### src/design/ipe_pkg.sv
// constants shared by the input port edge interrupt block
package ipe_pkg;
  // ---------------------------------------------------------------
  // register indices (byte address is four times the index)
  // ---------------------------------------------------------------
  localparam logic [9:0] IDX_G0_DATA   = 10'h2e3;
  localparam logic [9:0] IDX_G0_EDGE   = 10'h2e4;
  localparam logic [9:0] IDX_G0_EN     = 10'h2e5;
  localparam logic [9:0] IDX_SINGLE    = 10'h2e7;
  localparam logic [9:0] IDX_FLAGS_A   = 10'h2ea;
  localparam logic [9:0] IDX_FLAGS_B   = 10'h2f3;
  localparam logic [9:0] IDX_G2_DATA   = 10'h2f4;
  localparam logic [9:0] IDX_G2_EN     = 10'h2f5;
  // ---------------------------------------------------------------
  // field positions
  // ---------------------------------------------------------------
  localparam int SGL_DATA_BIT  = 0;
  localparam int SGL_EDGE_BIT  = 1;
  localparam int SGL_EN_BIT    = 2;
  localparam int FLA_G0_BIT    = 2;
  localparam int FLA_G1_BIT    = 3;
  localparam int FLB_G2_BIT    = 1;
  // ---------------------------------------------------------------
  // reset values
  // ---------------------------------------------------------------
  localparam logic [3:0] RST_NIBBLE  = 4'h0;
  localparam logic [31:0] RST_WORD   = 32'h0000_0000;
  // ---------------------------------------------------------------
  // timing
  // ---------------------------------------------------------------
  localparam int CLK_PERIOD_PS    = 4000;
  localparam int REJECT_TIME_US   = 1000;
  // longest delay, so round down
  localparam int REJECT_CYCLES    =
    (REJECT_TIME_US * 1000000) / CLK_PERIOD_PS;
  localparam int REJ_CNT_W        = 18;
  // ---------------------------------------------------------------
  // bus slave states
  // ---------------------------------------------------------------
  typedef enum logic [1:0] {
    IPE_IDLE = 2'b00,
    IPE_WAIT = 2'b01,
    IPE_RESP = 2'b11
  } ipe_bus_state_t;
endpackage

### src/design/ipe_noise.sv
// noise rejector: passes a level only after two agreeing tick samples
module ipe_noise #(
  parameter int W        = 9,
  parameter int TICK_CYC = ipe_pkg::REJECT_CYCLES / 2
) (
  input  wire logic         hclk,
  input  wire logic         hresetn,
  input  wire logic [W-1:0] din,
  output logic      [W-1:0] dout
);
  logic [ipe_pkg::REJ_CNT_W-1:0] cnt_reg;
  logic                          tick_reg;
  logic [W-1:0]                  smp_reg;

  // -----------------------------------------------------------
  // tick divider
  // -----------------------------------------------------------
  always_ff @(posedge hclk or negedge hresetn) begin
    if (!hresetn) begin
      cnt_reg  <= '0;
      tick_reg <= 1'b0;
    end else if (cnt_reg ==
                 ipe_pkg::REJ_CNT_W'(TICK_CYC - 1)) begin
      cnt_reg  <= '0;
      tick_reg <= 1'b1;
    end else begin
      cnt_reg  <= cnt_reg + 1'b1;
      tick_reg <= 1'b0;
    end
  end

  // -----------------------------------------------------------
  // filter
  // -----------------------------------------------------------
  // a change is seen after at most two ticks, under the limit
  always_ff @(posedge hclk or negedge hresetn) begin
    if (!hresetn) begin
      smp_reg <= '0;
      dout    <= '0;
    end else if (tick_reg) begin
      smp_reg <= din;
      for (int i = 0; i < W; i++) begin
        if (din[i] == smp_reg[i]) begin
          dout[i] <= din[i];
        end
      end
    end
  end
endmodule

### src/design/ipe_sync.sv
// two-stage synchroniser for the input terminals
module ipe_sync #(
  parameter int W = 9
) (
  input  wire logic         hclk,
  input  wire logic         hresetn,
  input  wire logic [W-1:0] din,
  output logic      [W-1:0] dout
);
  logic [W-1:0] stage1_reg;

  always_ff @(posedge hclk or negedge hresetn) begin
    if (!hresetn) begin
      stage1_reg <= '0;
      dout       <= '0;
    end else begin
      stage1_reg <= din;
      dout       <= stage1_reg;
    end
  end
endmodule

### src/design/ipe_top.sv
// input port with per-group edge interrupt flags, ahb-lite slave
//
// Contract
// - each of nine data bits reads 1 for high terminal, 0 for low
// - data bits are read only; writes change nothing
// - edge select 1 arms falling, 0 rising; select bits readable
// - reset clears all five edge select bits
// - each of nine inputs has a readable enable bit, 1 enables
// - reset clears all nine enable bits
// - three flags: first group, single input, third group
// - flags read 1 after event, clear on read, ignore writes
// - reset clears all three flags
// - noise rejector may delay flag setting by up to 1 ms
// - a late set after a read still leaves the flag set
// - re-enabling an input held active sets the flag again
// - match to mismatch triggers; mismatch to mismatch does not
// - third group triggers when enabled inputs go all zero to any one
// - disabled inputs take no part in any condition
//
// Chosen here: the AHB-Lite interface to the registers.
module ipe_top #(
  parameter int       REJECT_CYCLES = ipe_pkg::REJECT_CYCLES,
  parameter bit [2:0] NOISE_SEL     = 3'h0
) (
  input  wire logic        hclk,
  input  wire logic        hresetn,
  input  wire logic        hsel,
  input  wire logic [31:0] haddr,
  input  wire logic [1:0]  htrans,
  input  wire logic        hwrite,
  input  wire logic [2:0]  hsize,
  input  wire logic        hready,
  input  wire logic [31:0] hwdata,
  output logic      [31:0] hrdata,
  output logic             hreadyout,
  output logic             hresp,
  input  wire logic [3:0]  first_group_inputs,
  input  wire logic        single_bit_input,
  input  wire logic [3:0]  third_group_inputs
);
  // -----------------------------------------------------------
  // terminal synchronisation and noise rejection
  // -----------------------------------------------------------
  logic [8:0] pins_sync;
  logic [8:0] pins_filt;
  logic [8:0] pins_irq;

  ipe_sync #(
    .W (9)
  ) u_sync (
    .hclk    (hclk),
    .hresetn (hresetn),
    .din     ({third_group_inputs, single_bit_input,
               first_group_inputs}),
    .dout    (pins_sync)
  );

  ipe_noise #(
    .W        (9),
    .TICK_CYC (REJECT_CYCLES / 2)
  ) u_noise (
    .hclk    (hclk),
    .hresetn (hresetn),
    .din     (pins_sync),
    .dout    (pins_filt)
  );

  // per-group choice between direct and filtered levels
  always_comb begin
    pins_irq[3:0] = NOISE_SEL[0] ? pins_filt[3:0] : pins_sync[3:0];
    pins_irq[4]   = NOISE_SEL[1] ? pins_filt[4]   : pins_sync[4];
    pins_irq[8:5] = NOISE_SEL[2] ? pins_filt[8:5] : pins_sync[8:5];
  end

  // -----------------------------------------------------------
  // control registers
  // -----------------------------------------------------------
  logic [3:0] first_group_edge_select;
  logic       single_input_edge_select;
  logic [3:0] first_group_irq_enable;
  logic       single_input_irq_enable;
  logic [3:0] third_group_irq_enable;
  logic       first_group_factor_flag;
  logic       single_input_factor_flag;
  logic       third_group_factor_flag;

  // -----------------------------------------------------------
  // bus slave
  // -----------------------------------------------------------
  ipe_pkg::ipe_bus_state_t st_reg;
  logic [9:0]  idx_reg;
  logic        wr_reg;
  logic        accept;
  logic        do_wr;
  logic        do_rd;
  logic [31:0] rd_next;

  assign accept = hsel && htrans[1] && hready;
  assign do_wr  = (st_reg == ipe_pkg::IPE_WAIT) && wr_reg;
  assign do_rd  = (st_reg == ipe_pkg::IPE_WAIT) && !wr_reg;

  function automatic logic wr_hit(input logic [9:0] idx);
    wr_hit = do_wr && (idx_reg == idx);
  endfunction

  function automatic logic rd_hit(input logic [9:0] idx);
    rd_hit = do_rd && (idx_reg == idx);
  endfunction

  // one wait state gives the read data a flop to come from
  always_ff @(posedge hclk or negedge hresetn) begin
    if (!hresetn) begin
      st_reg    <= ipe_pkg::IPE_IDLE;
      idx_reg   <= '0;
      wr_reg    <= 1'b0;
      hreadyout <= 1'b1;
    end else begin
      case (st_reg)
        ipe_pkg::IPE_IDLE, ipe_pkg::IPE_RESP: begin
          if (accept) begin
            st_reg    <= ipe_pkg::IPE_WAIT;
            // upper bits set: index no register can hold
            idx_reg   <= (haddr[31:12] == 20'h00000) ?
                         haddr[11:2] : 10'h3ff;
            wr_reg    <= hwrite;
            hreadyout <= 1'b0;
          end else begin
            st_reg    <= ipe_pkg::IPE_IDLE;
          end
        end
        ipe_pkg::IPE_WAIT: begin
          st_reg    <= ipe_pkg::IPE_RESP;
          hreadyout <= 1'b1;
        end
        default: begin
          st_reg    <= ipe_pkg::IPE_IDLE;
          hreadyout <= 1'b1;
        end
      endcase
    end
  end

  always_ff @(posedge hclk or negedge hresetn) begin
    if (!hresetn) begin
      hresp <= 1'b0;
    end else begin
      hresp <= 1'b0;
    end
  end

  // -----------------------------------------------------------
  // register writes
  // -----------------------------------------------------------
  // data and flag addresses have no write path at all
  always_ff @(posedge hclk or negedge hresetn) begin
    if (!hresetn) begin
      first_group_edge_select  <= ipe_pkg::RST_NIBBLE;
      single_input_edge_select <= 1'b0;
    end else begin
      if (wr_hit(ipe_pkg::IDX_G0_EDGE)) begin
        first_group_edge_select <= hwdata[3:0];
      end
      if (wr_hit(ipe_pkg::IDX_SINGLE)) begin
        single_input_edge_select <= hwdata[ipe_pkg::SGL_EDGE_BIT];
      end
    end
  end

  always_ff @(posedge hclk or negedge hresetn) begin
    if (!hresetn) begin
      first_group_irq_enable  <= ipe_pkg::RST_NIBBLE;
      single_input_irq_enable <= 1'b0;
      third_group_irq_enable  <= ipe_pkg::RST_NIBBLE;
    end else begin
      if (wr_hit(ipe_pkg::IDX_G0_EN)) begin
        first_group_irq_enable <= hwdata[3:0];
      end
      if (wr_hit(ipe_pkg::IDX_SINGLE)) begin
        single_input_irq_enable <= hwdata[ipe_pkg::SGL_EN_BIT];
      end
      if (wr_hit(ipe_pkg::IDX_G2_EN)) begin
        third_group_irq_enable <= hwdata[3:0];
      end
    end
  end

  // -----------------------------------------------------------
  // interrupt conditions
  // -----------------------------------------------------------
  // masked bits count as matching, or as zero in the third group, so they never trigger
  logic g0_match;
  logic g1_match;
  logic g2_any;
  logic g0_match_reg;
  logic g1_match_reg;
  logic g2_any_reg;
  logic g0_evt;
  logic g1_evt;
  logic g2_evt;

  assign g0_match = &(~first_group_irq_enable |
                      ~(pins_irq[3:0] ^ first_group_edge_select));
  assign g1_match = ~single_input_irq_enable |
                    (pins_irq[4] == single_input_edge_select);
  assign g2_any   = |(third_group_irq_enable & pins_irq[8:5]);

  always_ff @(posedge hclk or negedge hresetn) begin
    if (!hresetn) begin
      g0_match_reg <= 1'b1;
      g1_match_reg <= 1'b1;
      g2_any_reg   <= 1'b0;
    end else begin
      g0_match_reg <= g0_match;
      g1_match_reg <= g1_match;
      g2_any_reg   <= g2_any;
    end
  end

  // re-enabling an active input also makes this transition
  assign g0_evt = g0_match_reg && !g0_match;
  assign g1_evt = g1_match_reg && !g1_match;
  assign g2_evt = !g2_any_reg && g2_any;

  // -----------------------------------------------------------
  // factor flags
  // -----------------------------------------------------------
  // set beats the read clear, so a late set is never lost
  always_ff @(posedge hclk or negedge hresetn) begin
    if (!hresetn) begin
      first_group_factor_flag  <= 1'b0;
      single_input_factor_flag <= 1'b0;
    end else begin
      if (g0_evt) begin
        first_group_factor_flag <= 1'b1;
      end else if (rd_hit(ipe_pkg::IDX_FLAGS_A)) begin
        first_group_factor_flag <= 1'b0;
      end
      if (g1_evt) begin
        single_input_factor_flag <= 1'b1;
      end else if (rd_hit(ipe_pkg::IDX_FLAGS_A)) begin
        single_input_factor_flag <= 1'b0;
      end
    end
  end

  always_ff @(posedge hclk or negedge hresetn) begin
    if (!hresetn) begin
      third_group_factor_flag <= 1'b0;
    end else if (g2_evt) begin
      third_group_factor_flag <= 1'b1;
    end else if (rd_hit(ipe_pkg::IDX_FLAGS_B)) begin
      third_group_factor_flag <= 1'b0;
    end
  end

  // -----------------------------------------------------------
  // read data
  // -----------------------------------------------------------
  always_comb begin
    rd_next = ipe_pkg::RST_WORD;
    case (idx_reg)
      ipe_pkg::IDX_G0_DATA: rd_next[3:0] = pins_sync[3:0];
      ipe_pkg::IDX_G0_EDGE: rd_next[3:0] = first_group_edge_select;
      ipe_pkg::IDX_G0_EN:   rd_next[3:0] = first_group_irq_enable;
      ipe_pkg::IDX_SINGLE: begin
        rd_next[ipe_pkg::SGL_DATA_BIT] = pins_sync[4];
        rd_next[ipe_pkg::SGL_EDGE_BIT] = single_input_edge_select;
        rd_next[ipe_pkg::SGL_EN_BIT]   = single_input_irq_enable;
      end
      ipe_pkg::IDX_FLAGS_A: begin
        rd_next[ipe_pkg::FLA_G0_BIT] = first_group_factor_flag;
        rd_next[ipe_pkg::FLA_G1_BIT] = single_input_factor_flag;
      end
      ipe_pkg::IDX_FLAGS_B:
        rd_next[ipe_pkg::FLB_G2_BIT] = third_group_factor_flag;
      ipe_pkg::IDX_G2_DATA: rd_next[3:0] = pins_sync[8:5];
      ipe_pkg::IDX_G2_EN:   rd_next[3:0] = third_group_irq_enable;
      default:              rd_next = ipe_pkg::RST_WORD;
    endcase
  end

  always_ff @(posedge hclk or negedge hresetn) begin
    if (!hresetn) begin
      hrdata <= ipe_pkg::RST_WORD;
    end else if (do_rd) begin
      hrdata <= rd_next;
    end
  end
endmodule

### config.mk
export PLATFORM = sky130hd
export DESIGN_NAME = ipe_top
export DESIGN_NICKNAME = d
export VERILOG_FILES = /design/src/design/ipe_pkg.sv /design/src/design/ipe_noise.sv /design/src/design/ipe_sync.sv /design/src/design/ipe_top.sv
export SDC_FILE = /design/constraint.sdc
export NUM_CORES = 1
export LEC_CHECK = 0
export BUFFER_PORTS_ARGS = -buffer_cell sky130_fd_sc_hd__buf_2
export CAP_MARGIN = 20
export CORE_MARGIN = 10
export CORE_UTILIZATION = 30
export CTS_CLUSTER_SIZE = 8
export DETAILED_ROUTE_END_ITERATION = 8
export PLACE_DENSITY = 0.58
export SLEW_MARGIN = 20
export SYNTH_ARGS = -nofsm -noshare
export SYNTH_HDL_FRONTEND = slang
export SYNTH_SLANG_ARGS = --single-unit
### constraint.sdc
create_clock -name hclk -period 2.9 [get_ports hclk]
set_input_delay 0.58 -clock hclk [delete_from_list [all_inputs] [get_ports hclk]]
set_output_delay 0.58 -clock hclk [all_outputs]
set_load 0.005 [all_outputs]
==> impl_metrics.yaml <==
status:
  outcome: "finished, final reports clean"
die:
  initial_core_util_pct: 30.6
  ios: 117
  die_x_um: 114
  coreArea_um2: 8640
  die_h_um: 114
  num_rows: 34
  die-area_um2: 13000
logic_synthesis:
  synth_edf_count: 0
  synthArstFlopShare_pct: 100
  ys_seq_elements: 56
  synth_cell_types: 43
  yosysMostFrequentCell: "dfrtp_1"
  synth_top_flop_cell: "dfrtp_1"
  synth_warnings: 0
  yosys-top-cells-count: "53 x dfrtp_1, 29 x buf_4, 13 x nand2_1, 10 x o22a_1, 9 x mux2_2"
  synth_area_um2: 2650
  synth_largest_area_cell: "dfrtp_1"
  synthTopCellsByArea: "dfrtp_1 50%, buf_4 8.2%, mux2_4 4.5%"
  synth_top_area_share_pct: 50.1
  syn-instance-count: 224
  ys_seq_area_share_pct: 53.1
  avgSynthCellArea_um2: 11.8
timing:
  rsz0062_at_grt: "no"
  hold_violations: 0
  fin_worst_skew_ns: 0.0101
  final_max_slew_viol_count: 0
  fmax_mhz: 481
  post-route-period-util_pct: 71.7
  slew_headroom_pct: 57.4
  setup_violations: 0
  tns_ns: 0
  fin_crit_ns: 2.08
  worstMarginPinSlew_ns: 0.639
critical_path:
  r2r-start: "idx_reg[2]$_DFFE_PN0P_"
  required_ns: 3.09
  crit_type: "reg -> reg"
  crit_family: "simple AND/OR/NAND/NOR gates"
  critPathMaxFanout: 9
  rrSetupSlack_ns: 0.82
  cp_slowest_cell: "or4_1"
  path_cells: "nor2b_1 > nand2b_1 > or4_1 > mux2_4"
  worst-path-buf-inv: 0
  endpoint_kind: "flop"
  r2r-end: "first_group_edge_select[3]$_DFFE_PN0P_"
  critPathLaunchType: "flop"
  r2r_cells: 4
  max_stage_delay_ns: 0.59
  crit_arrival_ns: 2.27
clock_network:
  cts_sinks: 56
  insertion_delay_ns: 0.31
  clk_path_buf_depth: 2
  holdBufCountCts: 0
  clkTransAtPathRegs_ns: 0.10
  cts_root_buf: "clkbuf_8"
  cts-buffers-inserted: 5
  postCtsSetupBuffers: 0
  cts_resized: 0
  htreeDepth: 2
  cts_tree: "done"
power:
  netSwitchingPower_uw: 408
  power.share.switching_pct: 26.2
  pwr-share-seq_pct: 58.2
  p_leak_uw: 0.00138
  clockPowerShare_pct: 27.7
  power.internal_uw: 1150
  ir_drop_v: 0.000239
  comb_power_share_pct: 14.1
  powerDensity_nw_per_um2: 519
cells_and_area:
  largest_reg_flops: 10
  drive_gt1_share_pct: 30.8
  instances_no_fill: 384
  num-fill-cells: 872
  nets: 361
  areaGrowthSynthToFinish_pct: 13.4
  design_area_um2: 3000
  antenna_cells: 0
routing:
  drtAntennaViolNets: 0
  wirelength_um: 5750
  drc: 0
  vias: 1762
  first_pass_iters: 4
  wl_per_cell_um: 15.0
  initialDrtViolationCount: 142
  viasPerCell: 4.59
global_route:
  grtUsageMet2_pct: 14.1
  grt.busiest_layer: "met2"
  antenna_found_initial: 0
  grt.total_usage_pct: 8.87
  grt_max_degree: 33
  grt_pass1_wl_um: 9470
  grt_pass1_vias: 1917
  use_met1_pct: 10.7
  globalRoute.totalOverflow: 0
  met3_usage_pct: 3.36
min_path:
  worstHoldPathType: "in -> async"
placement:
  placed_area_um2: 2910
  dp_cells: 376
  place_congestion: 0.797
  dp_hpwl_um: 4540
  port_buffers: 53
run:
  max_cap_violations: 0
## cell usage in the layout, fill, tap and decap left out, drive strengths merged, types with 6 or more instances in the layout
cell and count:
mux2 17, clkbuf 8, o21ai 7, conb 29, dfrtp 53, nand2 13
nor2 7, o22a 10, nand3 6, buf 56
## worst max-delay path by stage
stage,slack (ns),end,from,cells past startpoint
finish,0.82,first_group_edge_select[3]$_DFFE_PN0P_,idx_reg[2]$_DFFE_PN0P_,4
global route,0.76,first_group_irq_enable[3]$_DFFE_PN0P_,idx_reg[0]$_DFFE_PN0P_,3
CTS,0.86,first_group_edge_select[3]$_DFFE_PN0P_,idx_reg[2]$_DFFE_PN0P_,4
detailed placement,0.90,first_group_edge_select[3]$_DFFE_PN0P_,idx_reg[2]$_DFFE_PN0P_,4
global placement,0.85,first_group_edge_select[3]$_DFFE_PN0P_,idx_reg[2]$_DFFE_PN0P_,4
floorplan,1.08,first_group_edge_select[0]$_DFFE_PN0P_,idx_reg[3]$_DFFE_PN0P_,6
## power groups by stage
stage / registers, uW / logic (uW) / clock network, uW
2_1_floorplan: 893 / 178 / 0
3_3_place_gp: 919 / 217 / 0
3_5_place_dp: 922 / 220 / 0
4_1_cts: 906 / 221 / 448
5_1_grt: 915 / 256 / 481
6_report: 906 / 220 / 432
## worst reg2reg max path, cell delays in order, from the launching register on
cell	delay [ns]
dfrtp_1	0.50
nor2b_1	0.33
nand2b_1	0.20
or4_1	0.59
mux2_4	0.35
## logic make-up after synthesis
family	share of synthesized area, %
flops	53.1
mux	10.4
other cells	0.142
compound gates	10.5
xor+xnor	1.65
simple gates	12.3
buf+inv	10.5
fa+ha+maj	1.42
## cell type report
| cell class | count | area [um^2] | area share [%] |
|---|---|---|---|
| Sequential cell | 56 | 1410 | 46.8 |
| Multi-Input combinational cell | 152 | 1070 | 35.6 |
| Timing Repair Buffer | 56 | 288 | 9.59 |
| Tap cell | 108 | 135 | 4.50 |
| Clock buffer | 8 | 90.1 | 3.00 |
| Inverter | 4 | 15.0 | 0.500 |
## through the flow
stage          utilization, %  worst slack, ns  hold slack [ns]  total power [uW]
6_report                 34.8            0.819            0.255              1560
5_1_grt                  34.8            0.760            0.285              1650
4_1_cts                  34.8            0.855            0.263              1570
3_5_place_dp             33.7            0.904            0.335              1140
3_3_place_gp             33.7            0.852            0.332              1140
2_1_floorplan               -             1.08            0.284              1070
## metal layers
metal,up-vias,wire length [um]
li1,840,-
met1,858,2520
met2,56,2680
met3,8,454
met4,0,94
met5,-,0
No activity file was read; power rests on OpenSTA's default activity.
